File: src/shared/gpio_pkg.sv
// Constants, line map and state encodings for the general-purpose I/O port
package gpio_pkg;

  // ----------------------------------------------------------------------
  // Line map (bit index equals line number; bits 0 and 3 have no pad)
  // ----------------------------------------------------------------------
  localparam int          LINE_W         = 23;
  localparam int          LINE_COUNT     = 18;
  localparam logic [4:0]  LINE_PPS       = 5'h01;
  localparam logic [4:0]  LINE_FW_SWAP   = 5'h02;
  localparam logic [4:0]  LINE_DBG_RX    = 5'h09;
  localparam logic [4:0]  LINE_DBG_TX    = 5'h0a;
  localparam logic [4:0]  LINE_CODEC_RST = 5'h0b;
  localparam logic [4:0]  LINE_ANT_A     = 5'h0c;
  localparam logic [4:0]  LINE_ANT_B     = 5'h0d;
  localparam logic [4:0]  LINE_ANT_C     = 5'h0e;
  localparam logic [4:0]  LINE_WLAN      = 5'h0f;
  localparam logic [4:0]  LINE_RADIO     = 5'h11;
  localparam logic [4:0]  LINE_DOWNLOAD  = 5'h14;

  // ----------------------------------------------------------------------
  // Line groups
  // ----------------------------------------------------------------------
  localparam logic [22:0] GPIO_MASK  = 23'h7f8ff6;
  localparam logic [22:0] PIN_MASK   = 23'h7ffff6;
  localparam logic [22:0] ANT_MASK   = 23'h007000;
  localparam logic [22:0] ALT_MASK   = 23'h028e02;
  localparam logic [22:0] WAKE_MASK  = 23'h7101b4;
  localparam logic [22:0] MODEM_MASK = 23'h3c0000;

  // ----------------------------------------------------------------------
  // Configuration commands and per-line states
  // ----------------------------------------------------------------------
  localparam logic [1:0] CMD_CLOSE  = 2'h0;
  localparam logic [1:0] CMD_INPUT  = 2'h1;
  localparam logic [1:0] CMD_OUTPUT = 2'h2;
  localparam logic [1:0] CMD_ALT    = 2'h3;

  typedef enum logic [3:0] {
    LS_CLOSED = 4'h1,
    LS_INPUT  = 4'h2,
    LS_OUTPUT = 4'h4,
    LS_ALT    = 4'h8
  } line_state_t;

endpackage : gpio_pkg

File: src/rtl/gpio_port.sv
// General-purpose I/O port with alternative functions and startup straps
//
// How it works
// - Eighteen lines, each input or output
// - Open driver first; close line before reconfiguring
// - Unconfigured or closed lines: high-Z, pull-down
// - Input lines: high-Z, no pull resistor
// - Input-line change on wake lines wakes sleep
// - Line 1 may output one-pulse-per-second
// - Line 2 high at startup swaps firmware
// - Line 20 low at startup: download mode
// - Lines 12-14 fixed antenna switch outputs
// - Lines 9, 10 may carry debug serial
// - Lines 15, 17 may enable radio chips
// - Lines 18-21 offer no alternative function
// - Line 11 may reset audio codec
`timescale 1ns/1ps
module gpio_port
  import gpio_pkg::*;
(
  input  wire logic                mclk_in,                     // System clock
  input  wire logic                nrst_in,                     // Async reset, active low
  input  wire logic                driver_open_in,              // Port driver opened
  input  wire logic                cmd_valid_in,                // Config command strobe
  input  wire logic [1:0]          cmd_in,                      // Config command code
  input  wire logic [4:0]          line_sel_in,                 // Target line number
  input  wire logic [LINE_W-1:0]   out_level_in,                // Levels for output lines
  input  wire logic [LINE_W-1:0]   pad_in,                      // Pad input levels
  input  wire logic                sleep_in,                    // Power-save sleep active
  input  wire logic                startup_in,                  // Startup phase active
  input  wire logic                dead_reckoning_pulse_in,     // 1PPS source
  input  wire logic                debug_serial_out_in,         // Debug serial transmit data
  input  wire logic                codec_reset_in,              // Codec reset request
  input  wire logic                wireless_lan_enable_in,      // WLAN chip enable
  input  wire logic                short_range_radio_enable_in, // Radio chip enable
  input  wire logic                antenna_select_a_in,         // Antenna switch bit a
  input  wire logic                antenna_select_b_in,         // Antenna switch bit b
  input  wire logic                antenna_select_c_in,         // Antenna switch bit c
  output logic [LINE_W-1:0]        pad_out,                     // Pad output levels
  output logic [LINE_W-1:0]        pad_oe_out,                  // Pad drive enables
  output logic [LINE_W-1:0]        pad_pd_out,                  // Pull-down enables
  output logic [LINE_W-1:0]        in_level_out,                // Levels of input lines
  output logic                     debug_serial_in_out,         // Debug serial receive data
  output logic                     cmd_done_out,                // Command accepted pulse
  output logic                     cmd_error_out,               // Command refused pulse
  output logic                     wake_out,                    // Wake request pulse
  output logic                     straps_valid_out,            // Straps captured
  output logic                     firmware_variant_select_out, // Swap firmware variant
  output logic                     download_mode_out            // Enter download mode
);
  import gpio_pkg::*;

  typedef struct packed {
    line_state_t [LINE_W-1:0] ls;
    logic [LINE_W-1:0]        pad_o;
    logic [LINE_W-1:0]        pad_oe;
    logic [LINE_W-1:0]        pad_pd;
    logic [LINE_W-1:0]        in_lvl;
    logic                     dbg_rx;
    logic                     done;
    logic                     err;
    logic                     wake;
    logic                     straps_done;
    logic                     fw_swap;
    logic                     download;
  } port_state_t;

  port_state_t       st;
  port_state_t       next_st;
  logic [LINE_W-1:0] alt_src;
  logic [LINE_W-1:0] in_vec;
  logic [LINE_W-1:0] wake_en;
  logic              change;
  logic              accept;

  function automatic logic [LINE_W-1:0] state_vec(input port_state_t s,
                                                   input line_state_t want);
    logic [LINE_W-1:0] v;
    v = '0;
    for (int i = 0; i < LINE_W; i++) begin
      v[i] = (s.ls[i] == want);
    end
    return v;
  endfunction : state_vec

  // ----------------------------------------------------------------------
  // Wake detection
  // ----------------------------------------------------------------------
  assign in_vec  = state_vec(st, LS_INPUT);
  assign wake_en = in_vec & WAKE_MASK;

  wake_detect u_wake (
    .mclk_in    (mclk_in),
    .nrst_in    (nrst_in),
    .pad_in     (pad_in),
    .enable_in  (wake_en),
    .change_out (change)
  );

  // ----------------------------------------------------------------------
  // Next-state logic
  // ----------------------------------------------------------------------
  always_comb begin
    alt_src                 = '0;
    alt_src[LINE_PPS]       = dead_reckoning_pulse_in;
    alt_src[LINE_DBG_TX]    = debug_serial_out_in;
    alt_src[LINE_CODEC_RST] = codec_reset_in;
    alt_src[LINE_WLAN]      = wireless_lan_enable_in;
    alt_src[LINE_RADIO]     = short_range_radio_enable_in;
    alt_src[LINE_ANT_A]     = antenna_select_a_in;
    alt_src[LINE_ANT_B]     = antenna_select_b_in;
    alt_src[LINE_ANT_C]     = antenna_select_c_in;
  end

  // Only closed lines take a new setting; close is allowed in any line state
  // Range test first: a line number past the map would read unknown
  assign accept = driver_open_in && (int'(line_sel_in) < LINE_W)
               && GPIO_MASK[line_sel_in]
               && (cmd_in == CMD_CLOSE || st.ls[line_sel_in] == LS_CLOSED)
               && (cmd_in != CMD_ALT || ALT_MASK[line_sel_in]);

  always_comb begin
    next_st      = st;
    next_st.done = cmd_valid_in && accept;
    next_st.err  = cmd_valid_in && !accept;
    if (cmd_valid_in && accept) begin
      unique case (cmd_in)
        CMD_INPUT:  next_st.ls[line_sel_in] = LS_INPUT;
        CMD_OUTPUT: next_st.ls[line_sel_in] = LS_OUTPUT;
        CMD_ALT:    next_st.ls[line_sel_in] = LS_ALT;
        default:    next_st.ls[line_sel_in] = LS_CLOSED;
      endcase
    end
    // Closing the driver closes every line
    if (!driver_open_in) begin
      for (int i = 0; i < LINE_W; i++) begin
        next_st.ls[i] = LS_CLOSED;
      end
    end
    for (int i = 0; i < LINE_W; i++) begin
      next_st.pad_o[i]  = 1'b0;
      next_st.pad_oe[i] = 1'b0;
      next_st.pad_pd[i] = 1'b0;
      unique case (st.ls[i])
        LS_CLOSED: next_st.pad_pd[i] = 1'b1;
        LS_INPUT:  next_st.pad_pd[i] = 1'b0;
        LS_OUTPUT: begin
          next_st.pad_oe[i] = 1'b1;
          next_st.pad_o[i]  = out_level_in[i];
        end
        LS_ALT: begin
          next_st.pad_oe[i] = (i != int'(LINE_DBG_RX));
          next_st.pad_o[i]  = alt_src[i];
        end
      endcase
    end
    next_st.pad_o  = (next_st.pad_o & GPIO_MASK) | (alt_src & ANT_MASK);
    next_st.pad_oe = (next_st.pad_oe & GPIO_MASK) | ANT_MASK;
    next_st.pad_pd = next_st.pad_pd & GPIO_MASK;
    next_st.in_lvl = pad_in & in_vec;
    next_st.dbg_rx = (st.ls[LINE_DBG_RX] == LS_ALT) && pad_in[LINE_DBG_RX];
    next_st.wake   = sleep_in && change;
    // Straps are taken on the first startup cycle after reset and never again until the next reset
    if (startup_in && !st.straps_done) begin
      next_st.straps_done = 1'b1;
      next_st.fw_swap     = pad_in[LINE_FW_SWAP];
      next_st.download    = !pad_in[LINE_DOWNLOAD];
    end
  end

  // ----------------------------------------------------------------------
  // State register
  // ----------------------------------------------------------------------
  always_ff @(posedge mclk_in or negedge nrst_in) begin
    if (!nrst_in) begin
      for (int i = 0; i < LINE_W; i++) begin
        st.ls[i] <= LS_CLOSED;
      end
      st.pad_o       <= '0;
      st.pad_oe      <= '0;
      st.pad_pd      <= GPIO_MASK;
      st.in_lvl      <= '0;
      st.dbg_rx      <= 1'b0;
      st.done        <= 1'b0;
      st.err         <= 1'b0;
      st.wake        <= 1'b0;
      st.straps_done <= 1'b0;
      st.fw_swap     <= 1'b0;
      st.download    <= 1'b0;
    end else begin
      st <= next_st;
    end
  end

  assign pad_out                     = st.pad_o;
  assign pad_oe_out                  = st.pad_oe;
  assign pad_pd_out                  = st.pad_pd;
  assign in_level_out                = st.in_lvl;
  assign debug_serial_in_out         = st.dbg_rx;
  assign cmd_done_out                = st.done;
  assign cmd_error_out               = st.err;
  assign wake_out                    = st.wake;
  assign straps_valid_out            = st.straps_done;
  assign firmware_variant_select_out = st.fw_swap;
  assign download_mode_out           = st.download;
endmodule : gpio_port

File: src/rtl/wake_detect.sv
// Level-change detector over the wake-capable input lines
`timescale 1ns/1ps
module wake_detect
  import gpio_pkg::*;
(
  input  wire logic              mclk_in,    // System clock
  input  wire logic              nrst_in,    // Async reset, active low
  input  wire logic [LINE_W-1:0] pad_in,     // Pad levels
  input  wire logic [LINE_W-1:0] enable_in,  // Lines allowed to wake
  output logic                   change_out  // Any enabled line changed
);
  import gpio_pkg::*;

  typedef struct packed {
    logic [LINE_W-1:0] prev;
    logic              primed;
  } wake_state_t;

  wake_state_t st;
  wake_state_t next_st;

  always_comb begin
    next_st        = st;
    next_st.prev   = pad_in;
    next_st.primed = 1'b1;
  end

  always_ff @(posedge mclk_in or negedge nrst_in) begin
    if (!nrst_in) begin
      st <= '0;
    end else begin
      st <= next_st;
    end
  end

  // No history yet on the first cycle, so no false wake after reset
  assign change_out = st.primed && (|((pad_in ^ st.prev) & enable_in));

endmodule : wake_detect

File: config.mk
export PLATFORM = sky130hd
export DESIGN_NAME = gpio_port
export DESIGN_NICKNAME = d
export VERILOG_FILES = /design/src/shared/gpio_pkg.sv /design/src/rtl/gpio_port.sv /design/src/rtl/wake_detect.sv
export SDC_FILE = /design/constraint.sdc
export NUM_CORES = 1
export LEC_CHECK = 0
export ABC_AREA = 1
export BUFFER_PORTS_ARGS = -buffer_cell sky130_fd_sc_hd__clkbuf_2
export CAP_MARGIN = 20
export CELL_PAD_IN_SITES_DETAIL_PLACEMENT = 1
export CELL_PAD_IN_SITES_GLOBAL_PLACEMENT = 2
export CORE_MARGIN = 2
export CORE_UTILIZATION = 33
export CTS_CLUSTER_DIAMETER = 100
export DETAILED_ROUTE_END_ITERATION = 8
export PLACE_DENSITY = 0.79
export REMOVE_ABC_BUFFERS = 1
export SLEW_MARGIN = 20
export SYNTH_ARGS = -nofsm -noshare
export SYNTH_HDL_FRONTEND = slang
export SYNTH_HIERARCHICAL = 1
export SYNTH_SLANG_ARGS = --single-unit
export TNS_END_PERCENT = 100
File: constraint.sdc
create_clock -name mclk_in -period 2.4 [get_ports mclk_in]
set_input_delay 0.12 -clock mclk_in [delete_from_list [all_inputs] [get_ports mclk_in]]
set_output_delay 0.12 -clock mclk_in [all_outputs]
set_load 0.01 [all_outputs]
# --- After elaboration in Yosys (flattened, before gate mapping) ---
# Memory sizes are Yosys's and may differ from the RTL's.
# Index checks and enable logic that the tools add are counted.
word_totals:
  register_bits: 208
  romBits: 64
  output_inout_bits: 99
  elab_cells: 238
  n_memories: 2
classes:
  n_lt_le_gt_ge: 3
  eq_ne: 83
  n_mux: 63
  n_bitwise: 16
  n_reduce_logical: 35
memory_table:
  columns: ["memory", "words", "width", "read_ports", "rd_clocked_by_memory_dff", "wr", "line", "source"]
  rows:
  - ["(no name shown)", 32, 1, 1, 0, 0, "gpio_port.sv:120", "&& (cmd_in != CMD_ALT || ALT_MASK[line_sel_in]);"]
  - ["(no name shown)", 32, 1, 1, 0, 0, "gpio_port.sv:118", "&& GPIO_MASK[line_sel_in]"]
op_table:
  columns: ["op", "count"]
  rows:
  - ["$and A69 B69 Y69", 4]
  - ["$not A69 Y69", 4]
  - ["$pmux W92 S3", 1]
  - ["$mux W92", 2]
  - ["$eq A4 B2 Y1 const B", 23]
  - ["$or A23 B23 Y23", 4]
  - ["$eq A4 B1 Y1 const B", 19]
  - ["$eq A4 B3 Y1 const B", 18]
  - ["$eq A4 B4 Y1 const B", 18]
  - ["$mux W1", 51]
  - ["$and A23 B23 Y23", 2]
  - ["$reduce_or A2 Y1", 17]
  - ["$or A23 B15 Y23", 1]
  - ["$reduce_or A23 Y1", 1]
  - ["$xor A23 B23 Y23", 1]
  - ["$bmux W4 S5", 1]
  - ["$demux W4 S5", 1]
  - ["$logic_and A1 B1 Y1", 11]
  - ["$pmux W1 S2", 5]
  - ["$mux W4", 2]
  - ["$lt A5 B6 Y1 const B", 1]
  - ["$ge A5 B1 Y1 const B", 1]
  - ["$lt A5 B5 Y1 const B", 1]
  - ["$eq A2 B2 Y1 const B", 2]
  - ["6 further kinds", 9]

# --- Depth between registers and ports, before layout ---
depth:
  word_depth: 9
  mapped_depth: 18
  depth_no_buf: 15

# --- Modules after synthesis ---
# The synthesis kept the hierarchy.
modules_own_cells:
  columns: ["module", "n_inst", "cells_each", "area_each_um2", "seq_area_each_um2"]
  rows:
  - ["gpio_port", 1, 1321, 9825.7, 4555.6]
  - ["wake_detect", 1, 152, 1123.6, 600.6]

# --- Worst setup path before layout ---
# Ideal clock, no wire load.
synth_path:
  path_type: "input -> register"
  startpoint: "input line_sel_in[1]"
  endpoint: "register st[144] (netlist name)"
  setup_time_ns: 0.118
  arrival_ns: 1.990
  required_time_ns: 2.282
  slack_ns: 0.292
  path_stages: 15
  cell_sequence: "buf_4 inv_2 buf_2 ha_1 nand2_1 inv_1 nand2_1 nand3_1 a21oi_1 nor4_4 nand3_2 buf_4 buf_2 nand3_1 nand2_1"
synth_between:
  elab_chain_cells: 9
  word_cells_on_any_way: 31
  cone_classes: "order compare (3); eq/ne (2); mux (9); bitwise (7); reduce/logical (8); memory (2)"
synth_rtl:
  columns: ["element", "line", "source"]
  rows:
  - ["start: declaration", "gpio_port.sv:26", "input wire logic [4:0] line_sel_in,"]
  - ["$lt A5 B6 Y1 (not written as such) or $ge A5 B1 Y1 (tied branches)", null, null]
  - ["$logic_and A1 B1 Y1 (not written as such)", null, null]
  - ["$mux W4 (not written as such)", null, null]
  - ["$demux W4 S5", null, null]
  - ["$not A69 Y69 (no source line)", null, null]
  - ["$and A69 B69 Y69 (no source line)", null, null]
  - ["$pmux W92 S3", "gpio_port.sv:127", "unique case (cmd_in)"]
  - ["$mux W92", "gpio_port.sv:126", "if (cmd_valid_in && accept) begin"]
  - ["$mux W92", "gpio_port.sv:135", "if (!driver_open_in) begin"]
  - ["end signal: assignment", "gpio_port.sv:191", "st <= next_st;"]
  - ["end: declaration", "gpio_port.sv:68", "port_state_t st;"]
# Several ways; a longest one is shown, not always the timed one. The select of a mux whose other input is x is not followed.
# A chain may end at the register's enable or synchronous reset.

# --- Worst setup path after layout ---
layout_path:
  startpoint: "register st[110] (netlist name)"
  endpoint: "register st[118] (netlist name)"
layout_between:
  elab_chain_cells: 8
layout_rtl:
  columns: ["element", "line", "source"]
  rows:
  - ["$bmux W4 S5", "gpio_port.sv:119", "&& (cmd_in == CMD_CLOSE || st.ls[line_sel_in] == LS_CLOSED)"]
  - ["$mux W4 (not written as such)", "gpio_port.sv:119", null]
  - ["$eq A4 B1 Y1", "gpio_port.sv:119", null]
  - ["$logic_or A1 B1 Y1", "gpio_port.sv:119", null]
  - ["$logic_and A1 B1 Y1", "gpio_port.sv:119", null]
  - ["$logic_and A1 B1 Y1", "gpio_port.sv:120", null]
  - ["$logic_and A1 B1 Y1", "gpio_port.sv:126", null]
  - ["$ne A2 B1 Y1 (no source line)", null, null]
# No other way between the ends. The select of a mux whose other input is x is not followed.

==> results.md <==
* Status: complete, no violations
* Number of fill cells at ~4,000
* Worst path required time at ~2900 ps
* Die Wd at 186 um
* Sequential Power Share at 0.430
* CP Launch Point: st[110]
* Die height at about 190 um
* Crit path top cell by count: nand2_1
* Via density at about 4.7
* Vias in the first global route at around 10,000
* Sequential cell area at just over 0.005 mm2
* Clock root buffer: clkbuf_16
* Clk_lat worst skew at around 540 ps
* Post-synth top cells: nand2_1 (479), inv_1 (185), dfrtp_1 (163)
* Post-Syn Area at ~0.011 mm2
* Comb pwr share at 0.111
* Final Setup Violations at 0
* Largest family of logic cells by synthesized area: simple AND/OR/NAND/NOR gates
* Ys async rst share at 1.00
* Maximum fanout along the worst path at 18
* Top-count cell post-synth: nand2_1
* Sequential area share after synthesis at 0.471
* Nets at roughly 1,700
* Layout cells sized above 1 at 0.183
* Clk pwr share at 0.459
* Critical path launch point type: register
* Total global-route track usage at 0.204
* Netlist cell types at 35
* RR Startpoint: st[110]
* Synth warnings at 6
* Worst stage delay on the critical path at around 410 ps
* CTS tree: yes
* Final ANT Viol Nets at 0
* Initial DRT Pass Iterations at 5
* CTS Sinks at about 200
* IO buf count at 151
* Top cells by area, synth: dfrtp_1 (37%), nand2_1 (16%), dfstp_2 (9.8%)
* Max Slew Vio Count at 0
* VDD IR max at approximately 0.49 mV
* Internal power at around 6.3 mW
* Period minus WS final at 2250 ps
* Multiplexer area fraction after synthesis at 0.00480
* Placed Cells incl. Taps at ~2,000
* Worst setup EP type: register
* Synth Flop Type: dfrtp_1
* Critical path's slowest cell: dfrtp_1
* Area leader, netlist: dfrtp_1
* FF+latch count, synth at 204
* Post-synthesis adder-cell area fraction at 0.00457
* Final hold vios at 0
* Initial antenna violation count at 0
* Row count at 66
* Worst Tran Pin Value at about 560 ps
* Sw frac at 0.261
* Starting DRT DRC Count at roughly 510
* Fmax at 445 MHz
* Hold wc startpoint: startup_in
* Design Power at 8.54 mW
* Simple logic cell fraction of the synthesized area at 0.313
* Area of the multi-input gates at 0.00426 mm2
* Final Cycle Share at 0.937
* Xor and xnor fraction of the mapped netlist area at 0
* Max-cap violations at 0
* Largest net degree at the start of global routing at around 110
* Avg Synthesized Cell Area at 7.43 um2
* CTS H-tree depth at 1
* RSZ-0062 raised after global routing: yes
* Power Density at around 640 mW/mm2
* Compound-gate portion of the synthesized area at 0.0553
* Drt wl/cell at 16.7 um
* Final instance area at 0.0133 mm2
* Hold crit path type: input pin to register
* Pleak at approximately 7.4 nW
* Hpwl dp at between 20 and 25 mm
* Gr ovfl total at 0
* Maximum clock insertion buffer count at 3
* First-pass GRT wire length at about 55 mm
* Clock transition at path regs at 60 ps
* Placed cell areas at around 0.012 mm2
* Area growth syn-to-layout at 21.3%
* Cts bufs inserted at 26
* CP arrival at 2710 ps
* Final Non-Filler Cells at 2,095
* Post-Route WL at roughly 35 mm
* Share of the synthesized area in the top cell type at 0.373
* Slew HR at 0.626
* Sw power at 2.22 mW
* Vias at 9,817
* Crit-path cells: or2_2 > nand2_1 > nand3_1 > nand2_1 > nand2_1 > nor2_1 > nand3_1 > nand2_2 > nand3_4 > inv_8 > clkbuf_16 > nand2_1 > nand2_1
* EDFF count, synth at 0
* Worst setup path category: register to register
* Area of the core at 0.0326 mm2
* Die area at 0.0347 mm2
* Initial core utilization at 0.336
* Cells after Synth at roughly 1,500
* Worst Clk Skew at roughly 14 ps
* DR DRC count at 0
* IO Pins at 166
* GPL Wtd Cong at around 0.8
[critical path, delay by kind of cell, from the launching register on]
| family | cells | cell delay (ps) |
|---|---|---|
| DFF | 1 | 410 |
| buffers and inverters | 2 | 370 |
| and+or+nand+nor | 11 | 1400 |
[cell families (layout without fill, tap and decap cells)]
logic type                 count (synthesis)  count (layout)
muxes                                      5               5
DFF                                      204             204
and+or+nand+nor                          815             815
adders and majority gates                  4               4
other                                      3              26
AOI/OAI and AO/OA                        112             112
buffers and inverters                    330             487
[power by group through the flow]
| stage | registers (mW) | clock network [mW] | logic (mW) |
|---|---|---|---|
| floorplan | 3.73 | 0 | 0.378 |
| global placement | 3.72 | 0 | 0.852 |
| detailed placement | 3.73 | 0 | 0.870 |
| CTS | 3.67 | 4.03 | 0.937 |
| global route | 3.68 | 4.16 | 1.07 |
| finish | 3.67 | 3.92 | 0.948 |
[routing by layer]
metal	track usage	wire length [um]
met1	0.276	16400
met2	0.344	16600
met3	0.0247	1140
met4	0.0554	860
met5	0	0
[flip-flops by register name (all words and copies together), names as in the netlist]
name	count
cmd_done_out	1
cmd_error_out	1
debug_serial_in_out	1
download_mode_out	1
firmware_variant_select_out	1
in_level_out	23
pad_oe_out	19
pad_out	21
pad_pd_out	18
st	92
straps_valid_out	1
u_wake/st	24
wake_out	1
[layout make-up]
cell class / count / share of cell area
clock buffer: 37 / 0.0567
inverter: 193 / 0.0551
clock inverter: 10 / 0.00782
multi-input combinational: 961 / 0.320
sequential: 204 / 0.388
antenna: 1 / 0.000188
timing repair buffer: 247 / 0.130
tap: 442 / 0.0416
[stage by stage]
stage	hold WS [ps]	setup slack (ps)	util	setup TNS (ps)
after floorplan	-176	-1110	-	-89870
after global placement	124	-26.2	0.362	-913
after detailed placement	122	-89.7	0.362	-4640
after CTS	33.1	77.2	0.405	0
after global routing	47.7	-7.16	0.407	-18.9
final	45.5	151	0.407	0
[repair_timing]
| action | CTS | global route |
|---|---|---|
| setup buffers | 0 | 0 |
| hold buffers | 52 | 0 |
| gates cloned | 0 | 2 |
| endpoints found under the hold margin | 165 | 0 |
| resized for setup | 1 | 13 |
| endpoints found under the setup margin | 6 | 84 |
[path summary, 6_finish.rpt]
path / depth (start not counted) / slack, ps / end
min in group asynchronous: 2 / 150 / st[106]
hold / removal: 3 / 50 / straps_valid_out
setup / recovery: 13 / 150 / st[118]
hold reg to reg: 1 / 430 / pad_pd_out[21]
max in group asynchronous: 3 / 1430 / pad_pd_out[10]
setup reg to reg: 13 / 150 / st[118]
[layout by cell type (no fill, tap or decap), drive strengths merged, types with 41 or more instances in the layout]
| master | netlist | routed |
|---|---|---|
| dlygate4sd3 | 0 | 52 |
| inv | 192 | 192 |
| nand2 | 481 | 481 |
| dfstp | 41 | 41 |
| clkbuf | 14 | 188 |
| dfrtp | 163 | 163 |
| o21ai | 65 | 65 |
| buf | 123 | 44 |
| nand3 | 162 | 162 |
| nor2 | 105 | 105 |
Power figures use the tool's default switching activity.
